**config.mk**
```make
export PLATFORM = sky130hd
export DESIGN_NAME = drc_top
export DESIGN_NICKNAME = d
export VERILOG_FILES = /design/src/design/drc_pkg.sv /design/src/design/drc_ahb.sv /design/src/design/drc_sync.sv /design/src/design/drc_top.sv
export SDC_FILE = /design/constraint.sdc
export NUM_CORES = 1
export LEC_CHECK = 0
export BUFFER_PORTS_ARGS = -buffer_cell sky130_fd_sc_hd__buf_2
export CORE_MARGIN = 2
export CORE_UTILIZATION = 50
export CTS_CLUSTER_DIAMETER = 40
export CTS_CLUSTER_SIZE = 10
export DETAILED_ROUTE_END_ITERATION = 16
export PLACE_DENSITY = 0.77
export REMOVE_ABC_BUFFERS = 1
export SKIP_CTS_REPAIR_TIMING = 1
export SYNTH_ARGS = -nofsm -noshare
export SYNTH_HDL_FRONTEND = slang
export SYNTH_HIERARCHICAL = 1
export SYNTH_SLANG_ARGS = --single-unit
```
**constraint.sdc**
```tcl
create_clock -name sys_clk -period 2.7 [get_ports sys_clk]
set_input_delay 0 -clock sys_clk [delete_from_list [all_inputs] [get_ports sys_clk]]
set_output_delay 0 -clock sys_clk [all_outputs]
set_load 0.005 [all_outputs]
```
**src/design/drc_pkg.sv**
```systemverilog
package drc_pkg;

    // register byte offsets
    localparam logic [11:0] OFS_APP_CAUSE = 12'h000;
    localparam logic [11:0] OFS_NET_CAUSE = 12'h004;
    localparam logic [11:0] OFS_NET_HOLD = 12'h008;
    localparam logic [11:0] OFS_STATUS = 12'h00C;

    // cause bit positions (both cause registers)
    localparam int CB_PIN = 0;
    localparam int CB_WDOG = 1;
    localparam int CB_SOFT = 2;
    localparam int CB_LOCKUP = 3;
    localparam int CB_OFFWAKE = 4;
    localparam int CB_BROWN = 5;
    localparam int CB_APPWDOG = 6;
    localparam int CB_HOLDOFF = 7;
    localparam int CB_DBGSOFT = 8;
    localparam int CAUSE_W = 9;

    // status bit positions
    localparam int SB_APP_RUN = 0;
    localparam int SB_NET_RUN = 1;
    localparam int SB_DBG_MODE = 2;
    localparam int SB_SYS_RST = 3;

    localparam logic [CAUSE_W-1:0] CAUSE_RST = 9'h000;
    localparam logic NET_HOLD_RST = 1'b1;

    // cycles each core reset pulse lasts
    localparam logic [3:0] CORE_RST_CYC = 4'h4;

    typedef enum logic [1:0] {
        DRC_SYS_HOLD = 2'b00,
        DRC_CORE_RST = 2'b01,
        DRC_RUN = 2'b10
    } drc_state_t;

    // asynchronous indications from the power and pin world
    typedef struct packed {
        logic supply_good;
        logic regulator_started;
        logic brownout_reset;
        logic reset_pin_n;
        logic offwake;
    } drc_sys_in_t;

    // per-core event pulses, same clock
    typedef struct packed {
        logic core_sys_reset_request;
        logic lockup;
        logic watchdog_timer;
        logic dbg_soft;
    } drc_core_ev_t;

    typedef struct packed {
        logic cpu_rst;
        logic wdog_rst;
        logic periph_rst;
        logic run;
    } drc_core_out_t;

endpackage

```
**src/design/drc_ahb.sv**
```systemverilog
module drc_ahb (
    // clock and reset
    input wire logic sys_clk,
    input wire logic sys_rst,
    // ahb-lite slave
    input wire logic hsel,
    input wire logic [31:0] haddr,
    input wire logic [1:0] htrans,
    input wire logic hwrite,
    input wire logic [2:0] hsize,
    input wire logic [31:0] hwdata,
    input wire logic hready,
    output logic hreadyout,
    output logic hresp,
    output logic [31:0] hrdata,
    // register access
    output logic wr_en,
    output logic [11:0] wr_addr,
    output logic [31:0] wr_data,
    output logic [11:0] rd_addr,
    input wire logic [31:0] rd_data
);
    typedef struct packed {
        logic wpend;
        logic [11:0] waddr;
        logic [31:0] rdata;
    } drc_ahb_st_t;

    drc_ahb_st_t st_r;
    drc_ahb_st_t st_nxt;
    logic take;

    assign take = hsel && hready && htrans[1] && (hsize == 3'h2);

    always_comb begin
        st_nxt = st_r;
        st_nxt.wpend = take && hwrite;
        if (take) begin
            st_nxt.waddr = haddr[11:0];
        end
        if (take && !hwrite) begin
            st_nxt.rdata = rd_data;
        end
    end

    always_ff @(posedge sys_clk) begin
        if (sys_rst) begin
            st_r <= '0;
        end else begin
            st_r <= st_nxt;
        end
    end

    assign rd_addr = haddr[11:0];
    assign wr_en = st_r.wpend;
    assign wr_addr = st_r.waddr;
    assign wr_data = hwdata;
    assign hreadyout = 1'b1;
    assign hresp = 1'b0;
    assign hrdata = st_r.rdata;
endmodule

```
**src/design/drc_sync.sv**
```systemverilog
module drc_sync #(
    parameter int W = 5
) (
    // clock and reset
    input wire logic sys_clk,
    input wire logic sys_rst,
    // data
    input wire logic [W-1:0] d,
    output logic [W-1:0] q
);
    typedef struct packed {
        logic [W-1:0] s1;
        logic [W-1:0] s2;
    } drc_sync_st_t;

    drc_sync_st_t st_r;
    drc_sync_st_t st_nxt;

    always_comb begin
        st_nxt = st_r;
        st_nxt.s1 = d;
        st_nxt.s2 = st_r.s1;
    end

    always_ff @(posedge sys_clk) begin
        if (sys_rst) begin
            st_r <= '0;
        end else begin
            st_r <= st_nxt;
        end
    end

    assign q = st_r.s2;
endmodule

```
**src/design/drc_top.sv**
```systemverilog
// What this block does
// - power-on, brownout or reset pin resets both cores
// - soft reset or lockup resets its own core; from application core it also holds network core
// - after system reset application core runs, network core stays stopped
// - each core has its own reset cause register
// - network cause register also flags system and application sources
// - hold system in reset until supply good and regulator started
// - reset pin resets system; application core starts when pin released
// - brownout holds system reset; application restarts when it ends
// - wakeup from system off resets device; application core starts
// - in debug mode offwake leaves debug access port out of reset
// - core system reset request bit causes soft reset of that core
// - application soft reset holds network core; network soft reset is local
// - debugger write of control port reset register causes soft reset
// - each core has its own watchdog reset aimed at that core
// - application watchdog holds network core; network watchdog is local
// - application writes hold register to hold or release network core
// - every application reset sets network hold until software clears it
// - hold-off caused by application reset is a distinct network cause
// - in debug mode debug parts stay except on application watchdog reset, and lockup causes no reset
//
// The register addresses and register access over AHB-Lite were chosen for this implementation.
module drc_top (
    // clock and reset
    input wire logic sys_clk,
    input wire logic sys_rst,
    // ahb-lite slave
    input wire logic hsel,
    input wire logic [31:0] haddr,
    input wire logic [1:0] htrans,
    input wire logic hwrite,
    input wire logic [2:0] hsize,
    input wire logic [31:0] hwdata,
    input wire logic hready,
    output logic hreadyout,
    output logic hresp,
    output logic [31:0] hrdata,
    // power and pin indications, asynchronous
    input wire drc_pkg::drc_sys_in_t sys_in,
    input wire logic debug_mode,
    // core events
    input wire drc_pkg::drc_core_ev_t app_ev,
    input wire drc_pkg::drc_core_ev_t net_ev,
    // reset outputs
    output drc_pkg::drc_core_out_t app_out,
    output drc_pkg::drc_core_out_t net_out,
    output logic debug_access_port_rst
);
    localparam int CW = drc_pkg::CAUSE_W;
    // reset pin is carried inverted through the synchroniser so its cleared state means released
    localparam logic [4:0] SYS_IN_FLIP = 5'h02;

    typedef struct packed {
        drc_pkg::drc_state_t state;
        logic [3:0] cnt;
        logic offwake_d;
        logic [CW-1:0] app_cause;
        logic [CW-1:0] net_cause;
        logic net_hold;
        logic app_rst;
        logic net_rst;
        logic net_wd;
        logic dbg_rst;
        logic [3:0] net_cnt;
    } drc_st_t;

    drc_st_t st_r;
    drc_st_t st_nxt;

    logic [4:0] sys_q;
    logic [CW-1:0] sys_vec;
    logic dbg_q;
    logic sys_hold;
    logic offwake_ev;
    logic app_soft;
    logic app_lock;
    logic net_soft;
    logic net_lock;
    logic app_any;
    logic net_any;
    logic wr_en;
    logic [11:0] wr_addr;
    logic [31:0] wr_data;
    logic [11:0] rd_addr;
    logic [31:0] rd_data;

    function automatic logic [CW-1:0] cause_bit(input int pos);
        logic [CW-1:0] v;
        v = '0;
        v[pos] = 1'b1;
        return v;
    endfunction

    // sticky flags with write-one-to-clear, set wins over clear
    function automatic logic [CW-1:0] w1c(input logic [CW-1:0] cur, input logic [CW-1:0] set,
                                          input logic clr, input logic [CW-1:0] mask);
        logic [CW-1:0] v;
        v = clr ? (cur & ~mask) : cur;
        return v | set;
    endfunction

    drc_sync #(
        .W(6)
    ) u_sync (
        .sys_clk(sys_clk),
        .sys_rst(sys_rst),
        .d({debug_mode, sys_in ^ SYS_IN_FLIP}),
        .q({dbg_q, sys_q})
    );

    drc_ahb u_ahb (
        .sys_clk(sys_clk),
        .sys_rst(sys_rst),
        .hsel(hsel),
        .haddr(haddr),
        .htrans(htrans),
        .hwrite(hwrite),
        .hsize(hsize),
        .hwdata(hwdata),
        .hready(hready),
        .hreadyout(hreadyout),
        .hresp(hresp),
        .hrdata(hrdata),
        .wr_en(wr_en),
        .wr_addr(wr_addr),
        .wr_data(wr_data),
        .rd_addr(rd_addr),
        .rd_data(rd_data)
    );

    drc_pkg::drc_sys_in_t sq;
    assign sq = sys_q ^ SYS_IN_FLIP;

    // system hold: supply not ready, brownout, pin low
    assign sys_hold = !sq.supply_good || !sq.regulator_started || sq.brownout_reset || !sq.reset_pin_n;
    assign offwake_ev = sq.offwake && !st_r.offwake_d;
    assign app_soft = app_ev.core_sys_reset_request || app_ev.dbg_soft;
    assign net_soft = net_ev.core_sys_reset_request || net_ev.dbg_soft;
    assign app_lock = app_ev.lockup && !dbg_q;
    assign net_lock = net_ev.lockup && !dbg_q;
    assign app_any = app_soft || app_lock || app_ev.watchdog_timer || offwake_ev;
    assign net_any = net_soft || net_lock || net_ev.watchdog_timer;

    always_comb begin
        sys_vec = '0;
        if (!sq.reset_pin_n) begin
            sys_vec = sys_vec | cause_bit(drc_pkg::CB_PIN);
        end
        if (sq.brownout_reset) begin
            sys_vec = sys_vec | cause_bit(drc_pkg::CB_BROWN);
        end
    end

    always_comb begin
        logic [CW-1:0] aset;
        logic [CW-1:0] nset;
        logic wa;
        logic wn;
        aset = '0;
        nset = '0;
        st_nxt = st_r;
        st_nxt.offwake_d = sq.offwake;
        wa = wr_en && (wr_addr == drc_pkg::OFS_APP_CAUSE);
        wn = wr_en && (wr_addr == drc_pkg::OFS_NET_CAUSE);
        if (wr_en && (wr_addr == drc_pkg::OFS_NET_HOLD)) begin
            st_nxt.net_hold = wr_data[0];
        end
        unique case (st_r.state)
            drc_pkg::DRC_SYS_HOLD: begin
                st_nxt.app_rst = 1'b1;
                st_nxt.net_rst = 1'b1;
                st_nxt.dbg_rst = 1'b1;
                st_nxt.net_hold = 1'b1;
                aset = sys_vec;
                nset = sys_vec;
                if (!sys_hold) begin
                    st_nxt.state = drc_pkg::DRC_RUN;
                    st_nxt.app_rst = 1'b0;
                    st_nxt.net_rst = 1'b0;
                    st_nxt.dbg_rst = 1'b0;
                end
            end
            drc_pkg::DRC_CORE_RST: begin
                st_nxt.cnt = st_r.cnt - 4'h1;
                if (st_r.cnt == 4'h1) begin
                    st_nxt.state = drc_pkg::DRC_RUN;
                    st_nxt.app_rst = 1'b0;
                    st_nxt.dbg_rst = 1'b0;
                end
                if (sys_hold) begin
                    st_nxt.state = drc_pkg::DRC_SYS_HOLD;
                end
            end
            drc_pkg::DRC_RUN: begin
                if (sys_hold) begin
                    st_nxt.state = drc_pkg::DRC_SYS_HOLD;
                    st_nxt.app_rst = 1'b1;
                    st_nxt.net_rst = 1'b1;
                    st_nxt.dbg_rst = 1'b1;
                end else if (app_any) begin
                    st_nxt.state = drc_pkg::DRC_CORE_RST;
                    st_nxt.cnt = drc_pkg::CORE_RST_CYC;
                    st_nxt.app_rst = 1'b1;
                    st_nxt.net_hold = 1'b1;
                    st_nxt.dbg_rst = (offwake_ev && !dbg_q) || app_ev.watchdog_timer;
                    if (app_soft) begin
                        aset = aset | cause_bit(drc_pkg::CB_SOFT);
                        nset = nset | cause_bit(drc_pkg::CB_SOFT);
                    end
                    if (app_lock) begin
                        aset = aset | cause_bit(drc_pkg::CB_LOCKUP);
                        nset = nset | cause_bit(drc_pkg::CB_LOCKUP);
                    end
                    if (app_ev.watchdog_timer) begin
                        aset = aset | cause_bit(drc_pkg::CB_WDOG);
                        nset = nset | cause_bit(drc_pkg::CB_APPWDOG);
                    end
                    if (offwake_ev) begin
                        aset = aset | cause_bit(drc_pkg::CB_OFFWAKE);
                        nset = nset | cause_bit(drc_pkg::CB_OFFWAKE);
                    end
                    if (app_ev.dbg_soft) begin
                        aset = aset | cause_bit(drc_pkg::CB_DBGSOFT);
                    end
                    nset = nset | cause_bit(drc_pkg::CB_HOLDOFF);
                end
            end
            default: begin
                st_nxt.state = drc_pkg::DRC_SYS_HOLD;
            end
        endcase
        // network core local reset pulse, only when app core not forcing
        if (st_r.net_cnt != 4'h0) begin
            st_nxt.net_cnt = st_r.net_cnt - 4'h1;
            if (st_r.net_cnt == 4'h1) begin
                st_nxt.net_wd = 1'b0;
            end
        end else if (net_any && st_r.state == drc_pkg::DRC_RUN && !st_r.net_hold) begin
            st_nxt.net_cnt = drc_pkg::CORE_RST_CYC;
            st_nxt.net_wd = net_ev.watchdog_timer;
            if (net_soft) begin
                nset = nset | cause_bit(drc_pkg::CB_SOFT);
            end
            if (net_lock) begin
                nset = nset | cause_bit(drc_pkg::CB_LOCKUP);
            end
            if (net_ev.watchdog_timer) begin
                nset = nset | cause_bit(drc_pkg::CB_WDOG);
            end
            if (net_ev.dbg_soft) begin
                nset = nset | cause_bit(drc_pkg::CB_DBGSOFT);
            end
        end
        st_nxt.app_cause = w1c(st_r.app_cause, aset, wa, wr_data[CW-1:0]);
        st_nxt.net_cause = w1c(st_r.net_cause, nset, wn, wr_data[CW-1:0]);
    end

    always_ff @(posedge sys_clk) begin
        if (sys_rst) begin
            st_r.state <= drc_pkg::DRC_SYS_HOLD;
            st_r.cnt <= 4'h0;
            st_r.offwake_d <= 1'b0;
            st_r.app_cause <= drc_pkg::CAUSE_RST;
            st_r.net_cause <= drc_pkg::CAUSE_RST;
            st_r.net_hold <= drc_pkg::NET_HOLD_RST;
            st_r.app_rst <= 1'b1;
            st_r.net_rst <= 1'b1;
            st_r.net_wd <= 1'b0;
            st_r.dbg_rst <= 1'b1;
            st_r.net_cnt <= 4'h0;
        end else begin
            st_r <= st_nxt;
        end
    end

    always_comb begin
        rd_data = 32'h0000_0000;
        unique case (rd_addr)
            drc_pkg::OFS_APP_CAUSE: rd_data[CW-1:0] = st_r.app_cause;
            drc_pkg::OFS_NET_CAUSE: rd_data[CW-1:0] = st_r.net_cause;
            drc_pkg::OFS_NET_HOLD: rd_data[0] = st_r.net_hold;
            drc_pkg::OFS_STATUS: begin
                rd_data[drc_pkg::SB_APP_RUN] = !st_r.app_rst;
                rd_data[drc_pkg::SB_NET_RUN] = net_out.run;
                rd_data[drc_pkg::SB_DBG_MODE] = dbg_q;
                rd_data[drc_pkg::SB_SYS_RST] = (st_r.state == drc_pkg::DRC_SYS_HOLD);
            end
            default: rd_data = 32'h0000_0000;
        endcase
    end

    // core outputs
    assign app_out.cpu_rst = st_r.app_rst;
    assign app_out.wdog_rst = st_r.app_rst && (st_r.state == drc_pkg::DRC_SYS_HOLD || st_r.dbg_rst);
    assign app_out.periph_rst = st_r.app_rst;
    assign app_out.run = !st_r.app_rst;
    assign net_out.cpu_rst = st_r.net_rst || st_r.net_hold || (st_r.net_cnt != 4'h0);
    assign net_out.wdog_rst = st_r.net_rst || st_r.net_hold || st_r.net_wd;
    assign net_out.periph_rst = net_out.cpu_rst;
    assign net_out.run = !net_out.cpu_rst;
    assign debug_access_port_rst = st_r.dbg_rst;
endmodule

```
==> impl_metrics.csv <==
group,metric,value,unit
outcome,status,"finished with violations",
outcome,violations,"negative hold slack",
drt,highest_layer,"met4",
floorplanning,ioPinCount,131,
layout,num_antenna_cells,0,
timing,hold_slack,-0.00685,ns
floorplanning,core_area,8810,µm²
clock_tree,htree_num_levels,3,
critical_path,endpoint_kind,"flip-flop",
floorplanning,dieArea,9900,µm²
clock_tree,cts_root_buf,"clkbuf_8",
layout,register_area,1820,µm²
job,maxCapViolCount,0,
critical_path,max_stage_delay,0.57,ns
power_and_ir_drop,leakage,2.14,nW
timing,relSlewSlack,0.594,
drt,wl_per_cell,13.4,µm
layout,drive_gt1_frac,0.223,
timing,finalHoldViolations,1,
drt,vias,3518,
drt,wl_met1,4210,µm
timing,setup_tns,0,ns
drt,ant_nets,0,
layout,syn2layout_area_growth,18.9,%
placement,hpwl,6280,µm
power_and_ir_drop,p_int,2.08,mW
grt,grt_pass1_vias,3260,
timing,worst_pin_slew,0.601,ns
clock_tree,cts_sinks,91,
grt,grt_pass1_wl,14900,µm
drt,wl_met3,434,µm
floorplanning,die_x,99.5,µm
drt,drt_pass1_iterations,5,
power_and_ir_drop,vdd_drop_max,239,µV
layout,instances_no_fill,692,
power_and_ir_drop,p_comb_frac,0.166,
timing,finClkSkew,0.0112,ns
clock_tree,cts_buffers,9,
critical_path,worstPathMaxFanout,10,
timing,worst_slack,0.338,ns
grt,grt.overflow.total,0,
drt,routed-wl-met2,4520,µm
synthesis,yosysWarnings,6,
timing,fin_crit,2.36,ns
timing,period_share,0.875,
placement,gp_congestion,0.794,
synthesis,syn_area,4560,µm²
grt,grt_max_degree,88,
timing,slew_viol_final,0,
critical_path,critical_path_class,"reg -> reg",
placement,io_buffers,84,
layout,nets,676,
power_and_ir_drop,power_density,519,nW/µm²
layout,stdcell_area,5430,µm²
grt,grt_util_all_layers,0.183,
timing,setup_viol_count_final,0,
drt,drc_errors,0,
drt,vias_per_cell,5.08,
power_and_ir_drop,switching_power,738,µW
min_path,hold_class,"in -> reg",
drt,wl,9260,µm
placement,dp_slack,0.773,ns
layout,nFillCells,763,
grt,antenna_found_initial,0,
power_and_ir_drop,clkPwrFrac,0.324,
drt,drt_first_iter_violations,218,
floorplanning,rows,34,
power_and_ir_drop,sw_frac_of_total,0.262,
layout,multi_input_area,2450,µm²
floorplanning,die_y,99.5,µm
timing,grt_setup_unrepaired,"false",
critical_path,critPathArrivalTime,2.60,ns
critical_path,startpoint_type,"flip-flop",
power_and_ir_drop,power_frac_seq,0.511,
synthesis,syn-instance-count,477,
clock_tree,cts_tree,"yes",
clock_tree,clkTransAtPathRegs,0.09,ns
clock_tree,cts_buffer_depth,2,
critical_path,worstPathCellList,"nor4b_1 -> nand4b_1 -> buf_4 -> nor2_2 -> a311oi_1 -> dlygate4sd3_1",
synthesis,avgSynthCellArea,9.56,µm²
floorplanning,start_util,0.518,
critical_path,crit_required,2.94,ns
clock_tree,clk-insertion-delay-late,0.35,ns
critical_path,cp_slowest_cell,"dlygate4sd3_1",
placement,postPlaceCellArea,4930,µm²
timing,max_freq,423,MHz
placement,dp.cells,647,
-- flip-flops by register name, indices dropped and copies added (netlist names) --
| name | flops |
|---|---|
| app_out | 1 |
| debug_access_port_rst | 1 |
| st_r | 32 |
| u_ahb/hrdata | 32 |
| u_ahb/wr_addr | 12 |
| u_ahb/wr_en | 1 |
| u_sync/q | 6 |
| u_sync/st_nxt | 6 |
-- cell type report --
class                      count  area share
multi-input combinational    345       0.452
tap                          108      0.0249
timing repair buffer         118       0.141
inverter                      15      0.0104
clock buffer                  11      0.0261
clock inverter                 4     0.00946
sequential                    91       0.336
-- worst paths after layout --
check / startpoint / to / slack (ns) / cells after the start
setup / recovery: u_ahb/wr_addr[1]$_SDFFE_PP0P_ / st_r[26]$_SDFF_PP0_ / 0.34 / 6
setup reg to reg: u_ahb/wr_addr[1]$_SDFFE_PP0P_ / st_r[26]$_SDFF_PP0_ / 0.34 / 6
hold / removal: app_ev[2] / st_r[21]$_SDFF_PP0_ / -0.007 / 3
hold reg to reg: u_sync/st_nxt[2]$_SDFF_PP0_ / u_sync/q[2]$_SDFF_PP0_ / 0.44 / 1
-- per-layer routing --
layer / GRT usage / up-vias
met3: 0.0288 / 7
met4: 0.0664 / 0
met2: 0.313 / 102
li1: - / 1779
met5: 0 / -
met1: 0.234 / 1630
-- placed cells by master (no fill, tap or decap), types with 7 or more instances in the layout --
cell type and instances:
nand2_1 23, buf_2 83, dfxtp_1 91, conb_1 25, nor2b_1 7, nor2_1 12, a21oi_1 26, nor3_1 7
a311oi_1 7, dlygate4sd3_1 30, mux2i_1 47, ha_1 8, nor2b_2 8, inv_1 15, nand2b_1 93, clkbuf_8 10
-- per-stage QoR --
stage	utilization	hold slack [ns]	power (mW)
6_report	0.616	-0.00685	2.81
5_1_grt	0.616	0.0103	2.95
4_1_cts	0.582	-0.191	2.80
3_5_place_dp	0.560	0.195	1.89
3_3_place_gp	0.560	0.189	1.87
2_1_floorplan	-	0.0643	1.75
-- critical path, delay by kind of cell, from the launching register on --
family / cells / cell delay, ns
flip-flops: 1 / 0.32
AND/OR/NAND/NOR: 3 / 1.00
AO/OA/AOI/OAI: 1 / 0.15
buffers and inverters: 2 / 0.78
-- power by group through the flow --
stage	Clock, mW	Sequential [mW]	Combinational, mW
2_1_floorplan	0	1.46	0.288
3_3_place_gp	0	1.46	0.410
3_5_place_dp	0	1.47	0.426
4_1_cts	0.933	1.44	0.430
5_1_grt	0.982	1.44	0.523
6_report	0.911	1.44	0.466
Note: power is estimated with default switching activity, not from simulation.
